==> src/inc/stcsr_pkg.sv <==
// package: register numbers, field positions and layouts of the supervisor trap control block
package stcsr_pkg;
   // control-register numbers, standard supervisor encodings
   localparam logic [11:0] STCSR_IE_NUM   = 12'h104;
   localparam logic [11:0] STCSR_CEN_NUM  = 12'h106;
   localparam logic [11:0] STCSR_SCR_NUM  = 12'h140;
   localparam logic [11:0] STCSR_EPC_NUM  = 12'h141;
   localparam logic [11:0] STCSR_CAU_NUM  = 12'h142;
   localparam logic [11:0] STCSR_IP_NUM   = 12'h144;
   // interrupt bit positions, equal to the interrupt cause numbers
   localparam int STCSR_SSI_BIT  = 1;
   localparam int STCSR_STI_BIT  = 5;
   localparam int STCSR_SEI_BIT  = 9;
   localparam int STCSR_COF_BIT  = 13;
   localparam int STCSR_MSI_BIT  = 3;
   localparam int STCSR_MTI_BIT  = 7;
   localparam int STCSR_MEI_BIT  = 11;
   localparam int STCSR_STD_BITS = 16;
   // cause code field width (at least bits 4..0)
   localparam int STCSR_CODE_W   = 5;
   // counter-enable positions
   localparam int STCSR_CEN_CY   = 0;
   localparam int STCSR_CEN_TM   = 1;
   localparam int STCSR_CEN_IR   = 2;
   localparam int STCSR_CEN_W    = 32;
   // reset values
   localparam logic [63:0] STCSR_WORD_RST = 64'h0;
   localparam logic [31:0] STCSR_CEN_RST  = 32'h0;
   // counter access check, one request per cycle
   typedef struct packed {
      logic       valid;
      logic [4:0] counter;
      logic       user_mode;
   } stcsr_cnt_req_t;
   // trap entry request from the pipeline
   typedef struct packed {
      logic                      valid;
      logic                      is_irq;
      logic [STCSR_CODE_W-1:0]   code;
      logic [63:0]               pc;
   } stcsr_trap_t;
endpackage : stcsr_pkg

==> src/hw/stcsr_top.sv <==
// design: supervisor trap and interrupt control registers of one hart
`timescale 1ns/1ps
`default_nettype none
// What this block does
// - external pending bit is read-only to software
// - timer pending bit is read-only to software
// - software pending writable; controller may set it
// - overflow pending reflects flags; absent reads zero
// - unimplemented interrupt bits read zero, ignore writes
// - writing ones to enables reveals implemented set
// - pending and enable alias machine-level fields
// - bits 3, 7, 11 read zero
// - priority external, software, timer, counter overflow
// - timer scheduling from real-time counter provided
// - counter-enable register is 32 bits, always present
// - clear enable bit traps user counter read
// - counter-enable bits may be hard-wired zero
// - user access needs supervisor and machine bits
// - scratch is plain full-width read/write
// - exception pc bit 0 always reads zero
// - 32-bit alignment masks pc bit 1 on reads
// - exception pc holds every valid address
// - trap entry writes exception pc only then
// - trap entry writes cause with interrupt flag
// - cause code holds at least values 0..31
// - cause number i maps to bit i
// - interrupt taken when pending, enabled, mode allows
// - writable pending bit cleared by writing zero
module stcsr_top
   import stcsr_pkg::*;
#(
   parameter int          XLEN      = 64,
   parameter bit          HAS_SEI   = 1'b1,
   parameter bit          HAS_STI   = 1'b1,
   parameter bit          HAS_SSI   = 1'b1,
   parameter bit          HAS_COF   = 1'b1,
   parameter bit          ALIGN_SW  = 1'b1,  // alignment switchable 16/32
   parameter bit          ALIGN_32  = 1'b0,  // only 32-bit alignment
   parameter logic [31:0] CEN_IMPL  = 32'hffff_ffff,
   parameter int          N_EVT     = 29
) (
   // clock and reset
   input  wire logic                  CLK_I,
   input  wire logic                  NRST_I,
   // control-register port
   input  wire logic                  CSR_WE_I,
   input  wire logic [11:0]           CSR_NUM_I,
   input  wire logic [XLEN-1:0]       CSR_WDATA_I,
   output logic      [XLEN-1:0]       CSR_RDATA_O,
   output logic                       CSR_HIT_O,
   // interrupt sources from the platform
   input  wire logic                  EXT_IRQ_I,
   input  wire logic                  TIMER_IRQ_I,
   input  wire logic                  SOFT_SET_I,
   input  wire logic [N_EVT-1:0]      EVT_OVF_I,
   // real-time counter and compare value for timer scheduling
   input  wire logic [63:0]           RT_COUNT_I,
   input  wire logic [63:0]           RT_COMPARE_I,
   output logic                       RT_DUE_O,
   // hart state
   input  wire logic                  SUP_MODE_I,
   input  wire logic                  USER_MODE_I,
   input  wire logic                  SUP_GIE_I,
   input  wire logic                  ALIGN32_NOW_I,
   // trap entry and counter check
   input  wire stcsr_trap_t           TRAP_I,
   input  wire stcsr_cnt_req_t        CNT_REQ_I,
   input  wire logic [31:0]           M_CEN_I,
   output logic                       CNT_ILLEGAL_O,
   // interrupt request to the pipeline
   output logic                       IRQ_TAKE_O,
   output logic [STCSR_CODE_W-1:0]    IRQ_CODE_O,
   output logic [XLEN-1:0]            EPC_RET_O,
   // machine-level view of the aliased fields
   output logic [STCSR_STD_BITS-1:0]  M_IP_O,
   output logic [STCSR_STD_BITS-1:0]  M_IE_O
);
   // how the ports behave
   // register port: a write lands on the rising edge with CSR_WE_I high;
   // the new value is visible from the next cycle on
   // read data is combinational from the stored state and inputs for CSR_NUM_I;
   // an unmapped number reads zero and drops CSR_HIT_O
   // back-to-back writes are fine, there is no wait state
   // the whole word is written at once, there are no byte lanes
   // trap entry: TRAP_I.valid high for one cycle; pc and cause land on that edge
   // a trap in the same cycle as a software write of pc or cause wins
   // pending sources are levels, except the software set and the overflow flags, which may pulse
   // a platform set beats a software clear in the same cycle, so no request is lost
   // interrupt take and code are combinational from stored state and inputs;
   // the pipeline decides when to act on them
   // the counter check is combinational and answers in the request's cycle
   // limitation: the compare match is one cycle late, as it is registered
   // to keep the 64-bit compare off the interrupt path
   // limitation: no conversion of invalid addresses; the pc keeps every bit
   // but bit 0, which is cheaper than a legality check per write
   // the machine-level positions 3, 7 and 11 are never delegated here

   localparam logic [STCSR_STD_BITS-1:0] IMPL_MASK =
      (STCSR_STD_BITS'(HAS_SSI) << STCSR_SSI_BIT) | (STCSR_STD_BITS'(HAS_STI) << STCSR_STI_BIT) |
      (STCSR_STD_BITS'(HAS_SEI) << STCSR_SEI_BIT) | (STCSR_STD_BITS'(HAS_COF) << STCSR_COF_BIT);
   localparam logic [STCSR_STD_BITS-1:0] SW_WR_MASK =
      (STCSR_STD_BITS'(HAS_SSI) << STCSR_SSI_BIT) | (STCSR_STD_BITS'(HAS_COF) << STCSR_COF_BIT);

   // state
   logic [STCSR_STD_BITS-1:0] ie_r;
   logic                      sup_software_pending_r;
   logic                      cof_r;
   logic [STCSR_CEN_W-1:0]    cen_r;
   logic [XLEN-1:0]           scr_r;
   logic [XLEN-1:0]           epc_r;
   logic                      cause_irq_r;
   logic [STCSR_CODE_W-1:0]   cause_code_r;
   logic                      rt_due_r;

   // decode of the control-register number
   wire sel_ip  = (CSR_NUM_I == STCSR_IP_NUM);
   wire sel_ie  = (CSR_NUM_I == STCSR_IE_NUM);
   wire sel_cen = (CSR_NUM_I == STCSR_CEN_NUM);
   wire sel_scr = (CSR_NUM_I == STCSR_SCR_NUM);
   wire sel_epc = (CSR_NUM_I == STCSR_EPC_NUM);
   wire sel_cau = (CSR_NUM_I == STCSR_CAU_NUM);
   wire wr_ip   = CSR_WE_I && sel_ip;
   wire wr_ie   = CSR_WE_I && sel_ie;
   wire [STCSR_STD_BITS-1:0] wdat16 = CSR_WDATA_I[STCSR_STD_BITS-1:0];

   // timer scheduling against the real-time counter; compare is written by the platform
   wire rt_due_nxt = (RT_COUNT_I >= RT_COMPARE_I);

   // pending view: external bit comes straight from the platform, timer bit from the platform or the registered compare match
   logic [STCSR_STD_BITS-1:0] ip_view;
   always_comb begin
      ip_view = '0;
      ip_view[STCSR_SEI_BIT] = HAS_SEI && EXT_IRQ_I;
      ip_view[STCSR_STI_BIT] = HAS_STI && (TIMER_IRQ_I || rt_due_r);
      ip_view[STCSR_SSI_BIT] = HAS_SSI && sup_software_pending_r;
      ip_view[STCSR_COF_BIT] = HAS_COF && cof_r;
      // machine-level positions 3, 7, 11 are not delegated here and stay zero
   end

   // software pending: platform set wins over a software clear in the same cycle
   wire sup_software_pending_nxt = (SOFT_SET_I || (wr_ip ? wdat16[STCSR_SSI_BIT] : sup_software_pending_r)) && HAS_SSI;
   // overflow pending: any overflow flag sets, software may write it
   wire cof_nxt  = ((|EVT_OVF_I) || (wr_ip ? wdat16[STCSR_COF_BIT] : cof_r)) && HAS_COF;
   // enables keep only implemented positions so software can probe them
   wire [STCSR_STD_BITS-1:0] ie_nxt = wr_ie ? (wdat16 & IMPL_MASK) : ie_r;

   // counter enable: unimplemented bits hard-wired zero
   wire [STCSR_CEN_W-1:0] cen_nxt = (CSR_WE_I && sel_cen) ? (CSR_WDATA_I[STCSR_CEN_W-1:0] & CEN_IMPL) : cen_r;

   // exception pc: bit 0 never stored; trap entry has priority over software write
   wire [XLEN-1:0] epc_in  = TRAP_I.valid ? TRAP_I.pc[XLEN-1:0] : CSR_WDATA_I;
   wire            epc_we  = TRAP_I.valid || (CSR_WE_I && sel_epc);
   wire [XLEN-1:0] epc_nxt = epc_we ? {epc_in[XLEN-1:1], 1'b0} : epc_r;
   // bit 1 is masked on every read, including the return path, but kept stored
   wire            mask_b1 = ALIGN_32 || (ALIGN_SW && ALIGN32_NOW_I);
   wire [XLEN-1:0] epc_rd  = {epc_r[XLEN-1:2], epc_r[1] && !mask_b1, 1'b0};

   // cause: trap entry writes flag and code; software may also write
   wire                    cau_we    = TRAP_I.valid || (CSR_WE_I && sel_cau);
   wire                    cau_i_nxt = !cau_we ? cause_irq_r :
                                       TRAP_I.valid ? TRAP_I.is_irq : CSR_WDATA_I[XLEN-1];
   wire [STCSR_CODE_W-1:0] cau_c_nxt = !cau_we ? cause_code_r :
                                       TRAP_I.valid ? TRAP_I.code : CSR_WDATA_I[STCSR_CODE_W-1:0];

   // registers; all control state has a reset value
   always_ff @(posedge CLK_I) begin
      if (!NRST_I) begin
         ie_r         <= '0;
         sup_software_pending_r       <= 1'b0;
         cof_r        <= 1'b0;
         cen_r        <= STCSR_CEN_RST;
         scr_r        <= STCSR_WORD_RST[XLEN-1:0];
         epc_r        <= STCSR_WORD_RST[XLEN-1:0];
         cause_irq_r  <= 1'b0;
         cause_code_r <= '0;
         rt_due_r     <= 1'b0;
      end else begin
         ie_r         <= ie_nxt;
         sup_software_pending_r       <= sup_software_pending_nxt;
         cof_r        <= cof_nxt;
         cen_r        <= cen_nxt;
         scr_r        <= (CSR_WE_I && sel_scr) ? CSR_WDATA_I : scr_r;
         epc_r        <= epc_nxt;
         cause_irq_r  <= cau_i_nxt;
         cause_code_r <= cau_c_nxt;
         rt_due_r     <= rt_due_nxt;
      end
   end

   // machine-level view shares the same storage, so both names see one field
   assign M_IP_O = ip_view;
   assign M_IE_O = ie_r;

   // read mux; cause i sits at bit i of both pending and enable
   wire [XLEN-1:0] rd_ip  = XLEN'(ip_view);
   wire [XLEN-1:0] rd_ie  = XLEN'(ie_r);
   wire [XLEN-1:0] rd_cau = {cause_irq_r, {(XLEN-1-STCSR_CODE_W){1'b0}}, cause_code_r};
   assign CSR_RDATA_O = sel_ip  ? rd_ip :
                        sel_ie  ? rd_ie :
                        sel_cen ? XLEN'(cen_r) :
                        sel_scr ? scr_r :
                        sel_epc ? epc_rd :
                        sel_cau ? rd_cau : '0;
   assign CSR_HIT_O   = sel_ip || sel_ie || sel_cen || sel_scr || sel_epc || sel_cau;
   assign EPC_RET_O   = epc_rd;
   assign RT_DUE_O    = rt_due_r;

   // interrupt selection: ready set is pending and enabled, gated by mode
   wire [STCSR_STD_BITS-1:0] ready = ip_view & ie_r;
   wire mode_ok = USER_MODE_I || (SUP_MODE_I && SUP_GIE_I);
   assign IRQ_TAKE_O = mode_ok && (|ready);
   // fixed priority: external, software, timer, counter overflow
   assign IRQ_CODE_O = ready[STCSR_SEI_BIT] ? STCSR_CODE_W'(STCSR_SEI_BIT) :
                       ready[STCSR_SSI_BIT] ? STCSR_CODE_W'(STCSR_SSI_BIT) :
                       ready[STCSR_STI_BIT] ? STCSR_CODE_W'(STCSR_STI_BIT) :
                       ready[STCSR_COF_BIT] ? STCSR_CODE_W'(STCSR_COF_BIT) : '0;

   // user counter reads need both supervisor and machine enable bits
   wire cnt_ok = cen_r[CNT_REQ_I.counter] && M_CEN_I[CNT_REQ_I.counter];
   assign CNT_ILLEGAL_O = CNT_REQ_I.valid && CNT_REQ_I.user_mode && !cnt_ok;

   // checks; all run on the one clock and sleep during reset

   // external pending follows the platform only
   a_ext_readonly: assert property (@(posedge CLK_I) disable iff (!NRST_I)
      M_IP_O[STCSR_SEI_BIT] == (HAS_SEI && EXT_IRQ_I))
      else $error("external pending not from platform");

   // timer pending follows the platform or the compare match only
   a_tim_readonly: assert property (@(posedge CLK_I) disable iff (!NRST_I)
      M_IP_O[STCSR_STI_BIT] == (HAS_STI && (TIMER_IRQ_I || RT_DUE_O)))
      else $error("timer pending not from platform");

   // a platform set is never lost, even against a clear
   a_soft_set_wins: assert property (@(posedge CLK_I) disable iff (!NRST_I)
      SOFT_SET_I && HAS_SSI |=> M_IP_O[STCSR_SSI_BIT])
      else $error("software pending set lost");

   // a software zero clears the software pending bit
   a_soft_clear: assert property (@(posedge CLK_I) disable iff (!NRST_I)
      wr_ip && !wdat16[STCSR_SSI_BIT] && !SOFT_SET_I |=> !M_IP_O[STCSR_SSI_BIT])
      else $error("software pending not cleared");

   // any overflow flag sets the overflow pending bit
   a_ovf_sets: assert property (@(posedge CLK_I) disable iff (!NRST_I)
      (|EVT_OVF_I) && HAS_COF |=> M_IP_O[STCSR_COF_BIT])
      else $error("overflow pending not set");

   // overflow pending stays writable to software
   a_ovf_clear: assert property (@(posedge CLK_I) disable iff (!NRST_I)
      wr_ip && !wdat16[STCSR_COF_BIT] && !(|EVT_OVF_I) |=> !M_IP_O[STCSR_COF_BIT])
      else $error("overflow pending not cleared");

   // enables never hold an unimplemented position
   a_ie_legal: assert property (@(posedge CLK_I) disable iff (!NRST_I)
      (ie_r & ~IMPL_MASK) == '0)
      else $error("enable holds unimplemented bit");

   // all ones written reads back as the implemented set
   a_ie_probe: assert property (@(posedge CLK_I) disable iff (!NRST_I)
      wr_ie && (&wdat16) |=> ie_r == IMPL_MASK)
      else $error("enable probe wrong");

   // machine positions never show through
   a_mach_zero: assert property (@(posedge CLK_I) disable iff (!NRST_I)
      !M_IP_O[STCSR_MSI_BIT] && !M_IP_O[STCSR_MTI_BIT] && !M_IP_O[STCSR_MEI_BIT] &&
      !M_IE_O[STCSR_MSI_BIT] && !M_IE_O[STCSR_MTI_BIT] && !M_IE_O[STCSR_MEI_BIT])
      else $error("machine position visible");

   // priority ladder, one step per check
   a_prio_ext: assert property (@(posedge CLK_I) disable iff (!NRST_I)
      ready[STCSR_SEI_BIT] |-> IRQ_CODE_O == STCSR_CODE_W'(STCSR_SEI_BIT))
      else $error("external not first");
   a_prio_soft: assert property (@(posedge CLK_I) disable iff (!NRST_I)
      !ready[STCSR_SEI_BIT] && ready[STCSR_SSI_BIT] |-> IRQ_CODE_O == STCSR_CODE_W'(STCSR_SSI_BIT))
      else $error("software before timer broken");
   a_prio_tim: assert property (@(posedge CLK_I) disable iff (!NRST_I)
      !ready[STCSR_SEI_BIT] && !ready[STCSR_SSI_BIT] && ready[STCSR_STI_BIT]
      |-> IRQ_CODE_O == STCSR_CODE_W'(STCSR_STI_BIT))
      else $error("timer before overflow broken");
   a_prio_cof: assert property (@(posedge CLK_I) disable iff (!NRST_I)
      ready == (STCSR_STD_BITS'(1) << STCSR_COF_BIT) |-> IRQ_CODE_O == STCSR_CODE_W'(STCSR_COF_BIT))
      else $error("overflow alone not chosen");

   // a reached compare raises the due flag one cycle later
   a_rt_due: assert property (@(posedge CLK_I) disable iff (!NRST_I)
      RT_COUNT_I >= RT_COMPARE_I |=> RT_DUE_O)
      else $error("timer compare missed");

   // counter enables keep only implemented bits
   a_cen_legal: assert property (@(posedge CLK_I) disable iff (!NRST_I)
      (cen_r & ~CEN_IMPL) == '0)
      else $error("counter enable holds hard-wired bit");

   // the machine bits play no part in what the write stores
   a_cen_write: assert property (@(posedge CLK_I) disable iff (!NRST_I)
      CSR_WE_I && sel_cen |=> cen_r == ($past(CSR_WDATA_I[STCSR_CEN_W-1:0]) & CEN_IMPL))
      else $error("counter enable write lost");

   // a missing machine bit always traps a user read
   a_cnt_trap: assert property (@(posedge CLK_I) disable iff (!NRST_I)
      CNT_REQ_I.valid && CNT_REQ_I.user_mode && !M_CEN_I[CNT_REQ_I.counter] |-> CNT_ILLEGAL_O)
      else $error("counter read not trapped");

   // both bits set lets a user read through
   a_cnt_allow: assert property (@(posedge CLK_I) disable iff (!NRST_I)
      cen_r[CNT_REQ_I.counter] && M_CEN_I[CNT_REQ_I.counter] |-> !CNT_ILLEGAL_O)
      else $error("permitted counter read trapped");

   // scratch stores the whole word as written
   a_scr_write: assert property (@(posedge CLK_I) disable iff (!NRST_I)
      CSR_WE_I && sel_scr |=> scr_r == $past(CSR_WDATA_I))
      else $error("scratch write lost");

   // pc bit 0 never leaves the block, bit 1 only while it is not masked
   a_epc_bit0: assert property (@(posedge CLK_I) disable iff (!NRST_I)
      !EPC_RET_O[0] && (!mask_b1 || !EPC_RET_O[1]))
      else $error("pc low bits visible");

   // bit 1 stays writable while it is masked
   a_epc_keep_b1: assert property (@(posedge CLK_I) disable iff (!NRST_I)
      CSR_WE_I && sel_epc && !TRAP_I.valid |=> epc_r[1] == $past(CSR_WDATA_I[1]))
      else $error("pc bit 1 not stored");

   // trap entry stores the pc
   a_epc_trap: assert property (@(posedge CLK_I) disable iff (!NRST_I)
      TRAP_I.valid |=> epc_r == {$past(TRAP_I.pc[XLEN-1:1]), 1'b0})
      else $error("trap pc not stored");

   // nothing else moves the pc
   a_epc_hold: assert property (@(posedge CLK_I) disable iff (!NRST_I)
      !TRAP_I.valid && !(CSR_WE_I && sel_epc) |=> $stable(epc_r))
      else $error("pc written spuriously");

   // trap entry stores flag and code
   a_cause_trap: assert property (@(posedge CLK_I) disable iff (!NRST_I)
      TRAP_I.valid |=> cause_irq_r == $past(TRAP_I.is_irq) && cause_code_r == $past(TRAP_I.code))
      else $error("cause not written on trap");

   // nothing else moves the cause
   a_cause_hold: assert property (@(posedge CLK_I) disable iff (!NRST_I)
      !TRAP_I.valid && !(CSR_WE_I && sel_cau) |=> $stable(cause_irq_r) && $stable(cause_code_r))
      else $error("cause written spuriously");

   // an unmapped number reads as zero
   a_unmapped: assert property (@(posedge CLK_I) disable iff (!NRST_I)
      !CSR_HIT_O |-> CSR_RDATA_O == '0)
      else $error("unmapped number returns data");

   // take only with a ready cause and a mode that allows it
   a_irq_mode: assert property (@(posedge CLK_I) disable iff (!NRST_I)
      IRQ_TAKE_O |-> mode_ok && (|(M_IP_O & M_IE_O)))
      else $error("interrupt taken when not allowed");

   // main scenarios
   c_ext_taken:  cover property (@(posedge CLK_I) disable iff (!NRST_I) IRQ_TAKE_O && ready[STCSR_SEI_BIT]);
   c_two_ready:  cover property (@(posedge CLK_I) disable iff (!NRST_I) ready[STCSR_SSI_BIT] && ready[STCSR_STI_BIT]);
   c_cnt_trap:   cover property (@(posedge CLK_I) disable iff (!NRST_I) CNT_ILLEGAL_O);
   c_trap_entry: cover property (@(posedge CLK_I) disable iff (!NRST_I) TRAP_I.valid && TRAP_I.is_irq);
   c_epc_masked: cover property (@(posedge CLK_I) disable iff (!NRST_I) mask_b1 && epc_r[1]);
endmodule // stcsr_top
`default_nettype wire

==> config.mk <==
export PLATFORM = sky130hd
export DESIGN_NAME = stcsr_top
export DESIGN_NICKNAME = d
export VERILOG_FILES = /design/src/inc/stcsr_pkg.sv /design/src/hw/stcsr_top.sv
export SDC_FILE = /design/constraint.sdc
export NUM_CORES = 1
export LEC_CHECK = 0
export BUFFER_PORTS_ARGS = -buffer_cell sky130_fd_sc_hd__buf_2
export CORE_AREA = 5 5 201 203
export CTS_CLUSTER_DIAMETER = 150
export DETAILED_ROUTE_END_ITERATION = 10
export DIE_AREA = 0 0 206 208
export PLACE_DENSITY_LB_ADDON = 0.1
export SYNTH_ARGS = -nofsm -noshare
export SYNTH_HDL_FRONTEND = slang
export SYNTH_SLANG_ARGS = --single-unit
==> constraint.sdc <==
create_clock -name CLK_I -period 2.2 [get_ports CLK_I]
set_input_delay 0.11 -clock CLK_I [delete_from_list [all_inputs] [get_ports CLK_I]]
set_output_delay 0.11 -clock CLK_I [all_outputs]
set_load 0.02 [all_outputs]
==> flow_metrics.tcl, run 1 <==
set metrics [dict create \
    status "finished, violations left" \
    violations "negative setup slack" \
    combPwrFrac_pct 18.3 \
    final_util_pct 41.3 \
    worst_setup_path_start_kind "flip-flop" \
    die_w_um 206 \
    avgRoutedWirePerCell_um 18.2 \
    cts_sinks 172 \
    setup_viol_count_final 1 \
    die_h_um 208 \
    grt_util_met1_pct 24.2 \
    cts_tree "done" \
    hold_class "input port to flip-flop" \
    ys.flop_type "dfxtp_1" \
    finalNetCount 2376 \
    final-hold-violation-count 0 \
    drive_gt1_share_pct 30.5 \
    cp_max_fo 2 \
    crit_type "flip-flop to output pin" \
    setup_slack_ns -0.0829 \
    grt.overflow.total 0 \
    root_buffer "clkbuf_16" \
    synthTopCellsByCount "nand2_1, dfxtp_1, mux2i_1" \
    path_common_cell "mux4_2" \
    drtPass1Iterations 5 \
    grt_max_degree 100 \
    synth_area_um2 11300 \
    clkTransAtPathRegs_ns 0.07 \
    rsz0062_at_grt "true" \
    ios 522 \
    power_mw 7.99 \
    initial_core_util_pct 29.5 \
    core_region_area_um2 38300 \
    synth-seq-area-share_pct 30.5 \
    synth_async_sr_flop_share_pct 0 \
    slew_violations 0 \
    seqPwrFrac_pct 40.6 \
    ant_nets 0 \
    path_cells "nand2_1, o21ai_1, mux4_2, mux4_2, nor2_2, buf_6" \
    p_int_mw 5.82 \
    cap_viol_max_count 0 \
    p_leak_nw 7.76 \
    max-vdd-ir-drop_v 0.000490 \
    worstMarginPinSlew_ns 0.565 \
    finalCriticalPeriod_ns 2.28 \
    synthDistinctLibCells 57 \
    clk_latency_ns 0.44 \
    netlist_instances 1429 \
    use_met2_pct 37.2 \
    routed_via_density 4.65 \
    htree_levels 4 \
    yosysTopAreaCellShare_pct 30.5 \
    fin_crit_sh_pct 104 \
    drc 0 \
    cp.required_ns 2.09 \
    track_usage_pct 20.5 \
    fin_skew_ns 0 \
    grt_pass1_vias 12204 \
    area_growth_pct 39.8 \
    critPathMaxStageDelay_ns 0.54 \
    fmax_mhz 438 \
    hpwl_um 34600 \
    synth_top_cell_by_area "dfxtp_1" \
    clockBufferDepth 2 \
    grt.met3_usage_pct 4.44 \
    port_buffers 493 \
    relSlewSlack_pct 62.3 \
    cts_inserted_buffers 17 \
    num_vias 11608 \
    critical_path_arrival_ns 2.17 \
    multi_input_area_um2 6590 \
    die_area_um2 42800 \
    fillers 4030 \
    cp_slowest_cell "mux4_2" \
    yosysWarningCount 0 \
    clkPwrFrac_pct 41.1 \
    ys_seq_elements 172 \
    drt_first_iter_violations 453 \
    synth_most_common_cell "nand2_1" \
    grt_pass1_wl_um 69000 \
    antenna_found_initial 11 \
    power_density_nw_per_um2 506 \
    gp_congestion 0.817 \
    std_cell_rows 72 \
    synth_edf_count 0 \
    p_switching_mw 2.18 \
    synth.area.top_cells "dfxtp_1, mux2i_1, nand2_1, ha_1, buf_4" \
    switching_share_pct 27.2 \
    busiest_layer "met2" \
    seqCellArea_um2 3460 \
    synth.avg_cell_area_um2 7.91 \
    wirelength_um 45600 \
    endpoint_kind "output pin" \
]
[cell type report]
class / count / share of cell area, %
Timing Repair Buffer: 662 / 26.4
Antenna cell: 9 / 0.143
Tap cell: 518 / 4.10
Sequential cell: 172 / 21.9
Clock inverter: 14 / 1.21
Clock buffer: 18 / 2.72
Inverter: 74 / 1.76
Multi-Input combinational cell: 1032 / 41.7
[power by group through the flow]
stage | combinational [mW] | sequential [mW] | clock [mW]
6_report | 1.46 | 3.25 | 3.28
5_1_grt | 1.62 | 3.26 | 3.51
3_3_place_gp | 1.27 | 3.32 | 0
2_1_floorplan | 0.780 | 3.30 | 0
3_5_place_dp | 1.28 | 3.32 | 0
4_1_cts | 1.48 | 3.25 | 3.39
[worst max-delay path: cells and delay by family (launching register included)]
kind / cells / cell delay [ns]
muxes: 2 / 1.05
and+or+nand+nor: 2 / 0.18
buffers and inverters: 1 / 0.12
AOI/OAI and AO/OA: 1 / 0.06
DFF: 1 / 0.33
[placed cells by master (no fill, tap or decap), types with 64 or more instances in the layout]
cell,instances
o21ai_0,108
nand2_1,320
inv_1,74
and2_1,64
ha_1,64
a21boi_1,66
dfxtp_1,157
dlygate4sd3_1,135
buf_2,489
mux2i_1,136
[final timing paths]
kind / start / endpoint / slack [ns] / cells past startpoint
worst max-delay path: cen_r[6] / CNT_ILLEGAL_O / -0.08 / 6
worst min-delay path: TRAP_I[52] / epc_r[52] / 0.03 / 4
worst min register to register: scr_r[34] / scr_r[34] / 0.45 / 2
worst max register to register: scr_r[39] / scr_r[39] / 1.08 / 3
[metrics by stage]
stage | hold slack [ns] | worst slack, ns | std cells | setup TNS [ns] | area (um^2)
final | 0.0321 | -0.0829 | 2499 | -0.0829 | 15800
after global routing | 0.0396 | -0.148 | 2498 | -0.148 | 15800
after CTS | 0.00452 | -0.153 | 2490 | -0.153 | 15700
after detailed placement | 0.327 | -0.0363 | 2313 | -0.0363 | 13700
after global placement | 0.323 | 0.0529 | 2313 | 0 | 13700
after floorplan | 0.234 | 0.408 | 1455 | 0 | 11400
[logic make-up after synthesis]
| group | after synthesis | synth area share (%) |
|---|---|---|
| flops | 172 | 30.5 |
| fa+ha+maj | 64 | 7.09 |
| buf+inv | 251 | 12.5 |
| other cells | 1 | 0.0332 |
| mux | 144 | 13.4 |
| simple gates | 512 | 20.6 |
| compound gates | 285 | 15.8 |
[state kept, by name, summed over array words and instances (netlist names)]
signal	cells
scr_r	64
epc_r	63
cen_r	32
cause_code_r	5
M_IE_O	4
RT_DUE_O	1
cause_irq_r	1
cof_r	1
sup_software_pending_r	1
[what timing repair did]
item,in CTS,in global routing
resized for setup,27,11
pin swaps,2,1
hold buffers,136,0
hold endpoints to repair,166,0
buffers inserted,9,1
setup endpoints to repair,1,5
[routing by layer]
metal,vias up,wire (um)
met3,48,2610
li1,5783,-
met5,-,19
met1,5438,18800
met2,335,23200
met4,4,949
Note: power is estimated with default switching activity, not from simulation.
==> run 2: changes to the inputs <==
Settings changed: BUFFER_PORTS_ARGS -buffer_cell sky130_fd_sc_hd__buf_2 to unset, CORE_AREA 5 5 201 203 to 5 5 203 205, DIE_AREA 0 0 206 208 to 0 0 208 210, DONT_BUFFER_PORTS set to 1.
==> flow_metrics.tcl, run 2 (synthesized netlist as in run 1, its figures left out) <==
set metrics [dict create \
    status "finished, violations left" \
    violations "negative setup slack" \
    rsz0062_at_grt "true" \
    clkPwrFrac_pct 40.5 \
    worst_setup_path_start_kind "flip-flop" \
    p_leak_nw 6.36 \
    htree_levels 4 \
    max-vdd-ir-drop_v 0.000502 \
    relSlewSlack_pct 57.2 \
    p_switching_mw 2.08 \
    power_density_nw_per_um2 502 \
    final-hold-violation-count 0 \
    combPwrFrac_pct 13.8 \
    timing.setup.tns_ns -0.0805 \
    worst-r2r-setup-slack_ns 0.60 \
    switching_share_pct 28.5 \
    std_cell_rows 73 \
    num_vias 10404 \
    r2r-start "sup_software_pending_r" \
    fin_skew_ns 0 \
    core_region_area_um2 39300 \
    layout_commonest_cell "nand2_1" \
    cp.required_ns 2.09 \
    die_w_um 208 \
    port_buffers 0 \
    fin_crit_sh_pct 104 \
    wirelength_um 46100 \
    dp_worst_setup_slack_ns 0.108 \
    cts_sinks 172 \
    drive_gt1_share_pct 10.5 \
    largest-register "scr_r" \
    cp_max_fo 3 \
    hold_end "cof_r" \
    critical_path_arrival_ns 2.17 \
    grt_max_degree 153 \
    ant_nets 0 \
    fin_hold_ws_ns 0.0340 \
    p_int_mw 5.24 \
    initial_core_util_pct 28.8 \
    finalCriticalPeriod_ns 2.28 \
    min-delay-start "EVT_OVF_I[28]" \
    clkTransAtPathRegs_ns 0.07 \
    seqPwrFrac_pct 45.7 \
    cts_tree "done" \
    slew_violations 0 \
    routed_via_density 4.82 \
    clockBufferDepth 2 \
    hpwl_um 32700 \
    root_buffer "clkbuf_16" \
    cts_inserted_buffers 17 \
    cap_viol_max_count 0 \
    fmax_mhz 438 \
    setup_viol_count_final 1 \
    biggestRegsByFlops "scr_r x64, epc_r x63, cen_r x32" \
    track_usage_pct 20.2 \
    drtPass1Iterations 5 \
    die_h_um 210 \
    crit_type "flip-flop to output pin" \
    clk_latency_ns 0.44 \
    holdPathStages 3 \
    area_growth_pct 29.2 \
    antenna_found_initial 5 \
    grt_pass1_wl_um 68200 \
    setup_slack_ns -0.0805 \
    multi_input_area_um2 6580 \
    finalNetCount 2033 \
    avgRoutedWirePerCell_um 21.3 \
    die_area_um2 43700 \
    drc 0 \
    grt_pass1_vias 10965 \
    hold_class "input port to flip-flop" \
    seqCellArea_um2 3460 \
    ff2ff_path_depth 3 \
    most-common-layout-cells "nand2_1, dlygate4sd3_1, dfxtp_1" \
    grt.overflow.total 0 \
    final_util_pct 37.2 \
    ios 522 \
    drt_first_iter_violations 522 \
    gp_congestion 0.816 \
    worstMarginPinSlew_ns 0.642 \
    largest_reg_flops 64 \
    fillers 4227 \
    r2r-end "sup_software_pending_r" \
    endpoint_kind "output pin" \
]
-- run 2: changes by cell type in the layout (fill, tap and decap cells not counted), moves of 2 or more --
cell           change
buf_12             -2
nand3_2            -3
buf_16             +2
diode_2            -5
buf_2            -489
dlygate4sd3_1     +85
nand3_1            +3
o21ai_1            -2
buf_4             +61
bufinv_16          -4
-- run 2: repair_timing --
action,in CTS,in global routing
hold buffers,222,0
gates resized for setup,25,9
endpoints found under the setup margin,1,1
hold endpoints to repair,172,0
pin swaps,2,1
setup buffers,9,2
-- run 2: final cells by class --
class                   count  area share, %
multi-input cells        1032           45.1
clock buffers              18           3.01
flip-flops and latches    172           23.7
repair buffers            319           20.9
clock inverters            14          0.789
inverters                  74           1.90
diodes                      4         0.0686
well taps                 525           4.50
-- run 2: per-layer routing --
metal / wire, um / up-vias / global-route usage, %
met5: 13 / - / 0
met3: 2770 / 39 / 5.52
met1: 18100 / 4920 / 22.4
li1: - / 5099 / -
met4: 840 / 2 / 5.30
met2: 24300 / 344 / 38.0
-- run 2: worst max-delay path by stage --
stage / startpoint / endpoint / slack [ns] / depth (start not counted)
2_1_floorplan: CNT_REQ_I[1] / CNT_ILLEGAL_O / 0.41 / 7
3_3_place_gp: RT_COMPARE_I[52] / RT_DUE_O / 0.18 / 7
3_5_place_dp: RT_COMPARE_I[52] / RT_DUE_O / 0.11 / 7
4_1_cts: cen_r[30] / CNT_ILLEGAL_O / -0.14 / 6
5_1_grt: cen_r[27] / CNT_ILLEGAL_O / -0.16 / 6
6_report: cen_r[8] / CNT_ILLEGAL_O / -0.08 / 6
-- run 2: power groups by stage --
stage | Combinational [mW] | Sequential, mW | Clock, mW
detailed placement | 0.588 | 3.43 | 0
global route | 1.13 | 3.36 | 3.21
global placement | 0.579 | 3.43 | 0
floorplan | 0.780 | 3.30 | 0
CTS | 1.01 | 3.35 | 3.09
finish | 1.01 | 3.35 | 2.97
-- run 2: metrics by stage --
stage	instances	total power [mW]	cell area (um^2)
after floorplan	1455	4.08	11400
after global placement	1889	4.01	11600
after detailed placement	1889	4.02	11600
after CTS	2152	7.46	14500
after global routing	2158	7.69	14600
final	2158	7.33	14600
-- run 2: critical path, stage by stage, from the launching register on --
cell	delay [ns]
dfxtp_1	0.32
nand2_1	0.11
o21ai_1	0.10
mux4_2	0.46
mux4_2	0.51
nor2_4	0.11
buf_6	0.12
